`src/include/frm_pkg.sv`:
```
// Purpose: Shared constants, types and carriers of the FPGA image reload manager
// Assumes: 100 MHz mclk, four flash image slots, 32-bit configuration words
// Notes:   Host-facing controls are plain ports; no software register bus
package frm_pkg;
    localparam int DATA_W       = 32;
    localparam int FADDR_W      = 22;
    localparam int IMG_W        = 2;
    localparam int IMG_CNT      = 4;
    localparam int IMG_WORDS_W  = 20;
    localparam int CFG_ADDR_W   = 2;

    // Timing
    localparam int CLK_MHZ      = 100;
    localparam int PROG_LOW_NS  = 500;
    localparam int PROG_LOW_CYC = (PROG_LOW_NS * CLK_MHZ + 999) / 1000;
    localparam int DONE_TMO_MS  = 2000;
    localparam int DONE_TMO_CYC = DONE_TMO_MS * CLK_MHZ * 1000;
    localparam int STRAP_SETTLE = 4;

    // Host configuration space word addresses
    localparam logic [CFG_ADDR_W-1:0] CFG_ID   = 2'h0;
    localparam logic [CFG_ADDR_W-1:0] CFG_CMD  = 2'h1;
    localparam logic [CFG_ADDR_W-1:0] CFG_STAT = 2'h2;
    localparam logic [DATA_W-1:0]     CMD_RST  = 32'h00000000;

    // Status word fields
    localparam int STAT_CONF_BIT = 0;
    localparam int STAT_FAIL_BIT = 1;
    localparam int STAT_JTAG_BIT = 2;
    localparam int STAT_IMG_LSB  = 4;
    localparam int STAT_SEL_LSB  = 8;
    localparam int STAT_BOOT_LSB = 12;

    typedef enum logic [2:0] {
        S_BOOT, S_PROG, S_FLASH, S_STREAM, S_WAIT, S_RUN, S_FAIL, S_JTAG
    } frm_state_e;

    typedef enum logic [1:0] {
        SRC_FLASH, SRC_STREAM
    } frm_src_e;

    typedef enum logic [1:0] {
        RD_IDLE, RD_REQ, RD_WAIT
    } frm_rd_e;

    // Configuration port toward the FPGA
    typedef struct packed {
        logic              prog_n;
        logic              wr;
        logic [DATA_W-1:0] data;
    } frm_fcfg_s;

    // Flash word write
    typedef struct packed {
        logic               wr;
        logic [FADDR_W-1:0] addr;
        logic [DATA_W-1:0]  data;
    } frm_fwr_s;
endpackage

```
`src/verilog/frm_flash_reader.sv`:
```
// Purpose: Streams one whole flash image slot into the FPGA configuration port
// Assumes: One outstanding flash read at a time; read data returns with rd_valid
// Notes:   Abort drops the transfer at once, used when JTAG takes the FPGA
`timescale 1ns/1ps
module frm_flash_reader
(
    input  wire logic                        mclk,
    input  wire logic                        rstn,
    input  wire logic                        start,
    input  wire logic                        abort,
    input  wire logic [frm_pkg::IMG_W-1:0]   slot,
    output logic                             flash_rd_req,
    output logic      [frm_pkg::FADDR_W-1:0] flash_rd_addr,
    input  wire logic                        flash_rd_valid,
    input  wire logic [frm_pkg::DATA_W-1:0]  flash_rd_data,
    output logic                             word_wr,
    output logic      [frm_pkg::DATA_W-1:0]  word_data,
    output logic                             done
);
    frm_pkg::frm_rd_e                   st;
    frm_pkg::frm_rd_e                   next_st;
    logic [frm_pkg::IMG_WORDS_W-1:0]    cnt;
    logic [frm_pkg::IMG_W-1:0]          cur_slot;
    wire                                last_word = &cnt;
    wire                                got_word  = (st == frm_pkg::RD_WAIT) && flash_rd_valid;

    // Slot number forms the top address bits
    // four image slots
    assign flash_rd_addr = {cur_slot, cnt};
    assign flash_rd_req  = (st == frm_pkg::RD_REQ);

    always_comb
    begin
        next_st = st;
        case (st)
            frm_pkg::RD_IDLE: if (start) next_st = frm_pkg::RD_REQ;
            frm_pkg::RD_REQ:  next_st = frm_pkg::RD_WAIT;
            frm_pkg::RD_WAIT: if (got_word) next_st = last_word ? frm_pkg::RD_IDLE : frm_pkg::RD_REQ;
            default:          next_st = frm_pkg::RD_IDLE;
        endcase
        if (abort)
            next_st = frm_pkg::RD_IDLE;
    end

    always_ff @(posedge mclk or negedge rstn)
    begin
        if (!rstn)
        begin
            st        <= frm_pkg::RD_IDLE;
            cnt       <= '0;
            cur_slot  <= '0;
            word_wr   <= 1'b0;
            word_data <= '0;
            done      <= 1'b0;
        end
        else
        begin
            st      <= next_st;
            word_wr <= got_word && !abort;
            done    <= got_word && last_word && !abort;
            if (got_word)
                word_data <= flash_rd_data;
            if (start && st == frm_pkg::RD_IDLE)
            begin
                cnt      <= '0;
                cur_slot <= slot;
            end
            else if (got_word)
                cnt <= cnt + 1'b1;
        end
    end
endmodule

```
`src/verilog/frm_reload_manager.sv`:
```
// Purpose: FPGA image load and reload manager that keeps the board visible to the host
// Assumes: Host config accesses and flash write ports run on mclk; switch, done
//          and JTAG-active levels are pins and are synchronised here
// Notes:   Config space answers and identity never depend on FPGA state; the status word reports it
`timescale 1ns/1ps
module frm_reload_manager
#(
    parameter int                 DONE_TMO_CYC = frm_pkg::DONE_TMO_CYC,
    parameter logic [15:0]        VENDOR_ID    = 16'h1AB5,   // Arbitrary value
    parameter logic [15:0]        DEVICE_ID    = 16'h0C3E    // Arbitrary value
)
(
    input  wire logic                           mclk,
    input  wire logic                           rstn,
    // Host configuration space
    input  wire logic                           cfg_rd,
    input  wire logic                           cfg_wr,
    input  wire logic [frm_pkg::CFG_ADDR_W-1:0] cfg_addr,
    input  wire logic [frm_pkg::DATA_W-1:0]     cfg_wdata,
    output logic                                cfg_rvalid,
    output logic      [frm_pkg::DATA_W-1:0]     cfg_rdata,
    // Host load control
    input  wire logic                           host_sel_valid,
    input  wire logic [frm_pkg::IMG_W-1:0]      host_sel_img,
    input  wire logic                           host_reload,
    input  wire logic                           host_strm_start,
    input  wire logic                           host_strm_valid,
    input  wire logic                           host_strm_last,
    input  wire logic [frm_pkg::DATA_W-1:0]     host_strm_data,
    output logic                                host_strm_ready,
    // Flash programming sources
    input  wire logic                           host_fw_valid,
    input  wire logic [frm_pkg::FADDR_W-1:0]    host_fw_addr,
    input  wire logic [frm_pkg::DATA_W-1:0]     host_fw_data,
    output logic                                host_fw_ready,
    input  wire logic                           jtag_fw_valid,
    input  wire logic [frm_pkg::FADDR_W-1:0]    jtag_fw_addr,
    input  wire logic [frm_pkg::DATA_W-1:0]     jtag_fw_data,
    output logic                                jtag_fw_ready,
    // Flash device
    output logic                                flash_rd_req,
    output logic      [frm_pkg::FADDR_W-1:0]    flash_rd_addr,
    input  wire logic                           flash_rd_valid,
    input  wire logic [frm_pkg::DATA_W-1:0]     flash_rd_data,
    output frm_pkg::frm_fwr_s                   flash_wr,
    // Pins
    input  wire logic [frm_pkg::IMG_W-1:0]      boot_sw,
    input  wire logic                           jtag_cfg_active,
    input  wire logic                           fpga_done,
    // FPGA configuration port and user side
    output frm_pkg::frm_fcfg_s                  fpga_cfg,
    output logic                                user_rst_n,
    input  wire logic                           usr_req,
    output logic                                usr_grant
);
    frm_pkg::frm_state_e            state;
    frm_pkg::frm_state_e            next_state;
    frm_pkg::frm_src_e              src;
    logic [31:0]                    tmr;
    logic [frm_pkg::IMG_W-1:0]      boot_img;
    logic [frm_pkg::IMG_W-1:0]      sel_img;
    logic [frm_pkg::IMG_W-1:0]      load_img;
    logic [frm_pkg::DATA_W-1:0]     cfg_cmd;
    logic [frm_pkg::IMG_W-1:0]      sw_s1;
    logic [frm_pkg::IMG_W-1:0]      sw_s2;
    logic                           done_s1;
    logic                           done_s2;
    logic                           jt_s1;
    logic                           jt_s2;
    logic                           jt_d;
    logic                           rd_wr;
    logic [frm_pkg::DATA_W-1:0]     rd_data;
    logic                           rd_done;

    wire        jtag_rise   = jt_s2 && !jt_d;
    wire        in_prog     = (state == frm_pkg::S_PROG);
    wire        prog_end    = in_prog && (tmr == 32'(frm_pkg::PROG_LOW_CYC - 1));
    wire        boot_end    = (state == frm_pkg::S_BOOT) && (tmr == 32'(frm_pkg::STRAP_SETTLE - 1));
    wire        wait_tmo    = (state == frm_pkg::S_WAIT) && (tmr == 32'(DONE_TMO_CYC - 1));
    wire        may_reload  = (state == frm_pkg::S_RUN) || (state == frm_pkg::S_FAIL);
    wire        start_flash = may_reload && host_reload && !jtag_rise;
    wire        start_strm  = may_reload && host_strm_start && !host_reload && !jtag_rise;
    wire        strm_take   = host_strm_valid && host_strm_ready;
    wire        configured  = (state == frm_pkg::S_RUN);
    wire        rd_start    = prog_end && (src == frm_pkg::SRC_FLASH);
    wire        rd_abort    = jtag_rise;

    assign host_strm_ready = (state == frm_pkg::S_STREAM);
    // JTAG first, host second; both refused while the flash is being read
    assign jtag_fw_ready   = (state != frm_pkg::S_FLASH);
    assign host_fw_ready   = (state != frm_pkg::S_FLASH) && !jtag_fw_valid;
    wire        jtag_fw_take = jtag_fw_valid && jtag_fw_ready;
    wire        host_fw_take = host_fw_valid && host_fw_ready;
    // host access only to configured logic
    assign usr_grant       = usr_req && configured;

    wire [frm_pkg::DATA_W-1:0] stat_word = {
        16'h0000,
        2'b00, boot_img,
        2'b00, sel_img,
        2'b00, load_img,
        1'b0, (state == frm_pkg::S_JTAG), (state == frm_pkg::S_FAIL), configured};

    // identity is a constant, unaffected by reloads
    wire [frm_pkg::DATA_W-1:0] cfg_mux =
        (cfg_addr == frm_pkg::CFG_ID)   ? {DEVICE_ID, VENDOR_ID} :
        (cfg_addr == frm_pkg::CFG_CMD)  ? cfg_cmd :
        (cfg_addr == frm_pkg::CFG_STAT) ? stat_word : 32'h00000000;

    frm_flash_reader u_reader
    (
        .mclk           (mclk),
        .rstn           (rstn),
        .start          (rd_start),
        .abort          (rd_abort),
        .slot           (load_img),
        .flash_rd_req   (flash_rd_req),
        .flash_rd_addr  (flash_rd_addr),
        .flash_rd_valid (flash_rd_valid),
        .flash_rd_data  (flash_rd_data),
        .word_wr        (rd_wr),
        .word_data      (rd_data),
        .done           (rd_done)
    );

    // Pin synchronisers
    always_ff @(posedge mclk or negedge rstn)
    begin
        if (!rstn)
        begin
            sw_s1   <= '0;
            sw_s2   <= '0;
            done_s1 <= 1'b0;
            done_s2 <= 1'b0;
            jt_s1   <= 1'b0;
            jt_s2   <= 1'b0;
            jt_d    <= 1'b0;
        end
        else
        begin
            sw_s1   <= boot_sw;
            sw_s2   <= sw_s1;
            done_s1 <= fpga_done;
            done_s2 <= done_s1;
            jt_s1   <= jtag_cfg_active;
            jt_s2   <= jt_s1;
            jt_d    <= jt_s2;
        end
    end

    always_comb
    begin
        next_state = state;
        case (state)
            frm_pkg::S_BOOT:   if (boot_end) next_state = frm_pkg::S_PROG;
            frm_pkg::S_PROG:   if (prog_end)
                                   next_state = (src == frm_pkg::SRC_FLASH) ? frm_pkg::S_FLASH : frm_pkg::S_STREAM;
            frm_pkg::S_FLASH:  if (rd_done) next_state = frm_pkg::S_WAIT;
            frm_pkg::S_STREAM: if (strm_take && host_strm_last) next_state = frm_pkg::S_WAIT;
            frm_pkg::S_WAIT:
                if (done_s2)
                    next_state = frm_pkg::S_RUN;
                else if (wait_tmo)
                    next_state = frm_pkg::S_FAIL;
            frm_pkg::S_RUN:
                if (start_flash || start_strm)
                    next_state = frm_pkg::S_PROG;
                else if (!done_s2)
                    next_state = frm_pkg::S_FAIL;
            frm_pkg::S_FAIL:   if (start_flash || start_strm) next_state = frm_pkg::S_PROG;
            // FPGA left to JTAG; check done once it lets go
            frm_pkg::S_JTAG:   if (!jt_s2) next_state = frm_pkg::S_WAIT;
            default:           next_state = frm_pkg::S_BOOT;
        endcase
        // JTAG direct load overrides any other path in every state except S_BOOT
        if (jtag_rise && state != frm_pkg::S_BOOT)
            next_state = frm_pkg::S_JTAG;
    end

    always_ff @(posedge mclk or negedge rstn)
    begin
        if (!rstn)
        begin
            state    <= frm_pkg::S_BOOT;
            src      <= frm_pkg::SRC_FLASH;
            tmr      <= '0;
            boot_img <= '0;
            sel_img  <= '0;
            load_img <= '0;
        end
        else
        begin
            state <= next_state;
            tmr   <= (next_state != state) ? 32'h00000000 : tmr + 32'h00000001;
            // boot switch caught after it has settled
            if (boot_end)
            begin
                boot_img <= sw_s2;
                sel_img  <= sw_s2;
                load_img <= sw_s2;
                src      <= frm_pkg::SRC_FLASH;
            end
            // reload loads the previous selection; a selection in the same cycle comes too late
            if (host_sel_valid)
                sel_img <= host_sel_img;
            if (start_flash)
            begin
                load_img <= sel_img;
                src      <= frm_pkg::SRC_FLASH;
            end
            else if (start_strm)
                src <= frm_pkg::SRC_STREAM;
        end
    end

    // FPGA configuration port and user reset
    always_ff @(posedge mclk or negedge rstn)
    begin
        if (!rstn)
        begin
            fpga_cfg   <= '{prog_n: 1'b0, wr: 1'b0, data: '0};
            user_rst_n <= 1'b0;
        end
        else
        begin
            fpga_cfg.prog_n <= !(next_state == frm_pkg::S_PROG);
            // stream words go straight to the FPGA
            fpga_cfg.wr     <= (state == frm_pkg::S_STREAM) ? strm_take : (rd_wr && state == frm_pkg::S_FLASH);
            if (strm_take)
                fpga_cfg.data <= host_strm_data;
            else if (rd_wr)
                fpga_cfg.data <= rd_data;
            // user logic in reset until done
            user_rst_n      <= (next_state == frm_pkg::S_RUN);
        end
    end

    // Flash writes and host config space
    always_ff @(posedge mclk or negedge rstn)
    begin
        if (!rstn)
        begin
            flash_wr   <= '{wr: 1'b0, addr: '0, data: '0};
            cfg_rvalid <= 1'b0;
            cfg_rdata  <= '0;
            cfg_cmd    <= frm_pkg::CMD_RST;
        end
        else
        begin
            // only the programming ports reach the flash
            flash_wr.wr <= jtag_fw_take || host_fw_take;
            if (jtag_fw_take)
            begin
                flash_wr.addr <= jtag_fw_addr;
                flash_wr.data <= jtag_fw_data;
            end
            else if (host_fw_take)
            begin
                flash_wr.addr <= host_fw_addr;
                flash_wr.data <= host_fw_data;
            end
            // answered from reset in every state
            cfg_rvalid <= cfg_rd;
            if (cfg_rd)
                cfg_rdata <= cfg_mux;
            // kept across reloads; only the host changes it
            if (cfg_wr && cfg_addr == frm_pkg::CFG_CMD)
                cfg_cmd <= cfg_wdata;
        end
    end

    property p_cfg_answer;
        @(posedge mclk) disable iff (!rstn) cfg_rd |=> cfg_rvalid;
    endproperty
    a_cfg_answer: assert property (p_cfg_answer) else $error("config read not answered");

    property p_flash_slot;
        @(posedge mclk) disable iff (!rstn)
            flash_rd_req |-> flash_rd_addr[frm_pkg::FADDR_W-1 -: frm_pkg::IMG_W] == load_img;
    endproperty
    a_flash_slot: assert property (p_flash_slot) else $error("flash read outside loaded slot");

    property p_host_fw;
        @(posedge mclk) disable iff (!rstn)
            host_fw_valid && host_fw_ready |=> flash_wr.wr && flash_wr.addr == $past(host_fw_addr);
    endproperty
    a_host_fw: assert property (p_host_fw) else $error("host flash write lost");

    property p_boot_img;
        @(posedge mclk) disable iff (!rstn)
            boot_end |=> load_img == $past(sw_s2) && state == frm_pkg::S_PROG;
    endproperty
    a_boot_img: assert property (p_boot_img) else $error("boot slot not from switch");

    property p_reload;
        @(posedge mclk) disable iff (!rstn)
            start_flash |=> state == frm_pkg::S_PROG && load_img == $past(sel_img) ##[1:60] !fpga_cfg.prog_n;
    endproperty
    a_reload: assert property (p_reload) else $error("reload did not load selection");

    property p_strm_fwd;
        @(posedge mclk) disable iff (!rstn)
            strm_take |=> fpga_cfg.wr && fpga_cfg.data == $past(host_strm_data);
    endproperty
    a_strm_fwd: assert property (p_strm_fwd) else $error("stream word not forwarded");

    property p_strm_noflash;
        @(posedge mclk) disable iff (!rstn)
            state == frm_pkg::S_STREAM && !host_fw_valid && !jtag_fw_valid |=> !flash_wr.wr;
    endproperty
    a_strm_noflash: assert property (p_strm_noflash) else $error("stream reached flash");

    property p_jtag_quiet;
        @(posedge mclk) disable iff (!rstn)
            (state == frm_pkg::S_JTAG)[*2] |-> !fpga_cfg.wr && fpga_cfg.prog_n && !flash_rd_req;
    endproperty
    a_jtag_quiet: assert property (p_jtag_quiet) else $error("port driven during JTAG load");

    property p_cmd_keep;
        @(posedge mclk) disable iff (!rstn)
            !(cfg_wr && cfg_addr == frm_pkg::CFG_CMD) |=> $stable(cfg_cmd);
    endproperty
    a_cmd_keep: assert property (p_cmd_keep) else $error("config space changed by hardware");

    property p_id;
        @(posedge mclk) disable iff (!rstn)
            cfg_rd && cfg_addr == frm_pkg::CFG_ID |=> cfg_rdata == {DEVICE_ID, VENDOR_ID};
    endproperty
    a_id: assert property (p_id) else $error("identity changed");

    property p_user_hold;
        @(posedge mclk) disable iff (!rstn)
            !configured |-> !usr_grant ##1 (user_rst_n == (state == frm_pkg::S_RUN));
    endproperty
    a_user_hold: assert property (p_user_hold) else $error("user logic exposed unconfigured");

    c_run:    cover property (@(posedge mclk) disable iff (!rstn) $rose(configured));
    c_reload: cover property (@(posedge mclk) disable iff (!rstn) start_flash);
    c_stream: cover property (@(posedge mclk) disable iff (!rstn) strm_take && host_strm_last);
    c_jtag:   cover property (@(posedge mclk) disable iff (!rstn) state == frm_pkg::S_JTAG);
endmodule
```
`config.mk`:
```
export PLATFORM = sky130hd
export DESIGN_NAME = frm_reload_manager
export DESIGN_NICKNAME = d
export VERILOG_FILES = /design/src/include/frm_pkg.sv /design/src/verilog/frm_flash_reader.sv /design/src/verilog/frm_reload_manager.sv
export SDC_FILE = /design/constraint.sdc
export NUM_CORES = 1
export LEC_CHECK = 0
export ABC_AREA = 1
export BUFFER_PORTS_ARGS = -buffer_cell sky130_fd_sc_hd__buf_4
export CAP_MARGIN = 30
export CORE_ASPECT_RATIO = 1.1
export CORE_MARGIN = 5
export CORE_UTILIZATION = 55
export CTS_CLUSTER_DIAMETER = 150
export DETAILED_ROUTE_END_ITERATION = 12
export PLACE_DENSITY = 0.9
export SYNTH_ARGS = -nofsm -noshare
export SYNTH_HDL_FRONTEND = slang
export SYNTH_SLANG_ARGS = --single-unit
```
`constraint.sdc`:
```
create_clock -name mclk -period 4.3 [get_ports mclk]
set_clock_uncertainty 0.05 [all_clocks]
set_input_delay 0.86 -clock mclk [delete_from_list [all_inputs] [get_ports mclk]]
set_output_delay 0.86 -clock mclk [all_outputs]
set_load 0.02 [all_outputs]
```
; ---- Yosys cells after proc, flatten, opt, wreduce, memory -nomap -nowiden
; Index checks and enable logic that the tools add are counted.
[totals]
regBits = 265
input_bits = 225
elab_cells = 131
[classes]
add_sub_neg = 2
n_eq_ne = 20
muxes = 35
n_reduce_logical = 45
[op_table]
columns = cell, n
row1 = $mux 32, 5
row2 = $mux 54, 2
row3 = $mux 20, 2
row4 = $mux 3, 11
row5 = $add 32x1->32 const B, 1
row6 = $eq 32x2->1 const B, 1
row7 = $eq 32x28->1 const B, 1
row8 = $eq 32x6->1 const B, 1
row9 = $logic_and 1x1->1, 24
row10 = $pmux 3 s8, 1
row11 = $add 20x1->20 const B, 1
row12 = $reduce_and 20->1, 1
row13 = $mux 2, 9
row14 = $eq 3x3->1 const B, 5
row15 = $mux 14, 1
row16 = $reduce_bool 2->1, 5
row17 = $ne 3x2->1 const B, 3
row18 = $eq 3x1->1 const B, 2
row19 = $eq 3x2->1 const B, 2
row20 = $logic_not 2->1, 3
row21 = $pmux 2 s3, 1
row22 = $reduce_bool 3->1, 2
row23 = $logic_not 1->1, 5
row24 = $eq 2x1->1 const B, 2
row25 = 6 further kinds, 11

; ---- Logic depth before layout (Yosys ltp)
[logic_depth]
word_depth = 11
ltp_mapped = 14

; ---- Hierarchy
; A second synthesis with hierarchy kept.
[unflattened]
cells_unflattened = 1441
area_unflattened_um2 = 12238.0
[by_module_without_submodules]
columns = module, n_inst, cells_each, area_each_um2
row1 = frm_reload_manager, 1, 1113, 9565.4
row2 = frm_flash_reader, 1, 328, 2672.6

; ---- Worst setup path before layout
; Ideal clock, no wire load.
[synth_path]
path_kind = input port to output port
startpoint = in jtag_fw_valid
endpoint = out host_fw_ready
t_arrival_ns = 1.277
t_required_ns = 3.390
setup_slack_ns = 2.113
path_stages = 2
path_cell_list = or2_2 > inv_1
[synth_via]
elab_chain_cells = 2
[synth_lines]
columns = element, line_no
row1 = from (decl), frm_reload_manager.sv:36  ; input wire logic jtag_fw_valid,
row2 = $logic_not 1->1, frm_reload_manager.sv:91  ; assign host_fw_ready = (state != frm_pkg::S_FLASH) && !jtag_fw_valid;
row3 = $logic_and 1x1->1, frm_reload_manager.sv:91
row4 = to (decl), frm_reload_manager.sv:35  ; output logic host_fw_ready,
; No other way between the ends.

; ---- Final worst setup path
[layout_path]
startpoint = reg state[0]
endpoint = out host_fw_ready
[layout_via]
elab_chain_cells = 2
[layout_lines]
columns = element, line_no
row1 = from (decl), frm_reload_manager.sv:56  ; frm_pkg::frm_state_e state;
row2 = from (signal assigned), frm_reload_manager.sv:184  ; state <= frm_pkg::S_BOOT;
row3 = from (signal assigned), frm_reload_manager.sv:193  ; state <= next_state;
row4 = $ne 3x2->1, frm_reload_manager.sv:91
row5 = $logic_and 1x1->1, frm_reload_manager.sv:91
; No other way between the ends.

==> summary.md <==
| Metric | Value |
|---|---|
| Worst Path Arrival | `about 1.7 ns` |
| Initial core utilization | `~56%` |
| Post-CTS Setup Bufs | `0` |
| Inserted Clock Buffers | `27` |
| Post-synth EDFFs | `0` |
| Sequential share of the synthesized area | `between 50% and 60%` |
| Pin count of the biggest net entering global routing | `~130` |
| Later-pin clock latency in the skew report | `0.54 ns` |
| Share of cells above drive strength 1 | `between 20% and 30%` |
| Yosys top cell by area | `dfrtp_1` |
| CTS tree | `yes` |
| Row count | `between 50 and 60` |
| Die area | `about 0.025 sq mm` |
| Post-CTS Resized | `0` |
| Drt wl/cell | `between 15 and 20 microns` |
| First-pass GRT wire length | `60500 microns` |
| PortBufs | `around 370` |
| Worst-path clk slew | `approximately 0.060 ns` |
| Ys flop type | `dfrtp_1` |
| Setup TNS | `0 ns` |
| Per-instance average area after synthesis | `slightly below 9 sq um` |
| Placed Cells | `1995` |
| Final Hold Viols | `0` |
| Post-Synth Adder-Cell Area | `0.315%` |
| Cell Area, Synth | `around 0.012 sq mm` |
| RSZ-0062 raised after global routing | `false` |
| Chip height | `about 160 microns` |
| Seq cells post-synth | `264` |
| CORE AREA | `around 0.021 sq mm` |
| Post-CTS Hold Fix Bufs | `0` |
| Post-Synth XOR/XNOR Area | `roughly 2.3%` |
| DRT Pass-1 Iters | `8` |
| Distinct cells, synth | `43` |
| Area contributors post-synth | `dfrtp_1, nand2_1, nand3_1` |
| Worst Tran Pin Value | `a little under 1 ns` |
| DR vias/cell | `~5.5` |
| CTS Sinks | `around 260` |
| Max_cap viols | `0` |
| Fin cells | `between 2000 and 2500` |
| Share of the synthesized area in the top cell type | `55.5%` |
| Cell count after synthesis | `1377` |
| Vias in the first global route | `11500` |
| DRT antenna net count | `0` |
| Top cells by count, synth | `nand2_1, dfrtp_1, nand3_1, nor2_1, inv_1` |
| Status | `finished, final reports clean` |
| CTS Root Cell | `clkbuf_16` |
| Total GRT Usage | `between 30% and 40%` |
| # nets final | `approximately 2000` |
| CP Max Fanout | `7` |
| Final wirelength | `roughly 39000 microns` |
| DIE WIDTH | `between 150 and 200 microns` |
| Max frequency | `roughly 380 MHz` |
| Placed wire-length estimate | `roughly 28000 microns` |
| Final setup viols | `0` |
| Via count | `11300` |
| PD cells | `between 500 and 600 mW/mm^2` |
| Leak pwr | `8.08 nW` |
| # DRC | `0` |
| Syn Nets | `1605` |
| Asr flop ratio synth | `100%` |
| Layout area overhead | `34.0%` |
| Simple-Gate Fraction of Synth Area | `a little over a quarter` |
| Placer congestion estimate | `0.993` |
| Synth Area in Compound Gates | `6.65%` |
| Max Slew Vio Count | `0` |
| Slew headroom | `between 30 and 40%` |
| Filler instances | `1494` |
| Most numerous cell in the Yosys netlist | `nand2_1` |
| Initial antenna violation count | `3` |
| Worst Setup End Kind | `primary output` |
| Max IR drop VDD | `approximately 0.38 mV` |
| Finished Cell Area | `roughly 0.016 sq mm` |
| Overflow after GRT | `0` |
| Placed cell areas | `around 0.015 sq mm` |
| Hold Path Class | `flop to flop` |
| I/O pin cnt | `roughly 380` |
| Startpoint Class | `flop` |
| Final period util | `61.0%` |
| WP data required | `3.39 ns` |
| Clk buf depth | `3` |
| Largest family of logic cells by synthesized area | `simple AND/OR/NAND/NOR gates` |
| Multiplexer area fraction after synthesis | `around 3%` |
| Critical path type | `flop to primary output` |
| Yosys synthesis warning count | `0` |
| Initial DRC count | `slightly above 800` |
| H-tree lvl count | `1` |
| Tmin final | `approximately 2.6 ns` |
report_power, final:
part | internal (mW) | leakage, nW | total [mW] | switching (mW)
Combinational | 0.919 | 4.25 | 2.40 | 1.49
Sequential | 2.92 | 3.35 | 3.22 | 0.308
Clock | 1.58 | 0.484 | 2.59 | 1.00
layer usage:
metal  wire, microns  share of wire, %  up-vias  GRT usage, %
met5               0                 0        -             0
met4            2180               5.6        0          16.6
met3            4160                11      136          9.44
met2           18900                49      618          50.3
met1           13700                35     5343          36.8
li1                -                 -     5177             -
worst max-delay path: stages (launching register included):
cell	delay, ns
dfrtp_1	0.46
inv_2	0.09
nand2_1	0.06
nor2_1	0.05
or2_2	0.31
inv_1	0.07
buf_4	0.14
cell type report:
cell class / count / area [sq um] / share of cell area [%]
sequential: 264 / 6610 / 41.4
tap: 290 / 363 / 2.27
multi-input combinational: 962 / 4690 / 29.4
inverter: 89 / 334 / 2.09
antenna: 3 / 7.51 / 0.0470
clock inverter: 17 / 255 / 1.60
clock buffer: 32 / 734 / 4.60
timing repair buffer: 390 / 2970 / 18.6
path summary, 6_finish.rpt:
| path | from | end | slack (ns) | depth (start not counted) |
|---|---|---|---|---|
| max in group asynchronous | rstn | flash_wr[49]$_DFFE_PN0P_ | 2.77 | 2 |
| worst min-delay path | jt_s1$_DFF_PN0_ | jt_s2$_DFF_PN0_ | 0.30 | 0 |
| worst max register to register | state[2]$_DFF_PN0_ | tmr[14]$_DFF_PN0_ | 1.74 | 11 |
| worst min register to register | jt_s1$_DFF_PN0_ | jt_s2$_DFF_PN0_ | 0.30 | 0 |
| min in group asynchronous | rstn | cfg_cmd[3]$_DFFE_PN0P_ | 0.38 | 1 |
| worst max-delay path | state[0]$_DFF_PN0_ | host_fw_ready | 1.68 | 6 |
placed cells by master (no fill, tap or decap), types with 11 or more instances in the layout:
| master | n |
|---|---|
| clkbuf_16 | 27 |
| nor2_2 | 24 |
| nand2_1 | 355 |
| a21oi_1 | 63 |
| mux2_2 | 32 |
| buf_4 | 386 |
| nor2_1 | 155 |
| xor2_1 | 23 |
| inv_1 | 82 |
| dfrtp_1 | 264 |
| nand4_1 | 11 |
| o21ai_0 | 62 |
| nor3_1 | 18 |
| nand3_1 | 159 |
metrics by stage:
stage	util (%)	power, mW	hold WS (ns)	setup WS [ns]
final	74.9	8.22	0.301	1.68
after global routing	74.9	8.62	0.315	1.47
after CTS	74.9	8.25	0.301	1.67
after detailed placement	70.2	5.64	0.287	1.56
after global placement	70.1	5.55	0.283	1.63
after floorplan	-	4.56	0.281	2.11
kinds of logic after synthesis:
group,Yosys count
multiplexers,32
buffers and inverters,151
AO/OA/AOI/OAI,148
adder cells (fa/ha/maj),3
AND/OR/NAND/NOR,748
XOR/XNOR,31
flip-flops,264
state kept, by name, indices dropped and copies added, names as in the netlist, 2 cells and up:
signal              count
u_reader.st             2
u_reader.cnt           20
flash_wr               55
state                   3
cfg_cmd                32
sw_s2                   2
tmr                    32
u_reader.word_data     32
cfg_rdata              32
sw_s1                   2
u_reader.cur_slot       2
fpga_cfg               34
sel_img                 2
load_img                2
boot_img                2
Note: power is estimated with default switching activity, not from simulation.
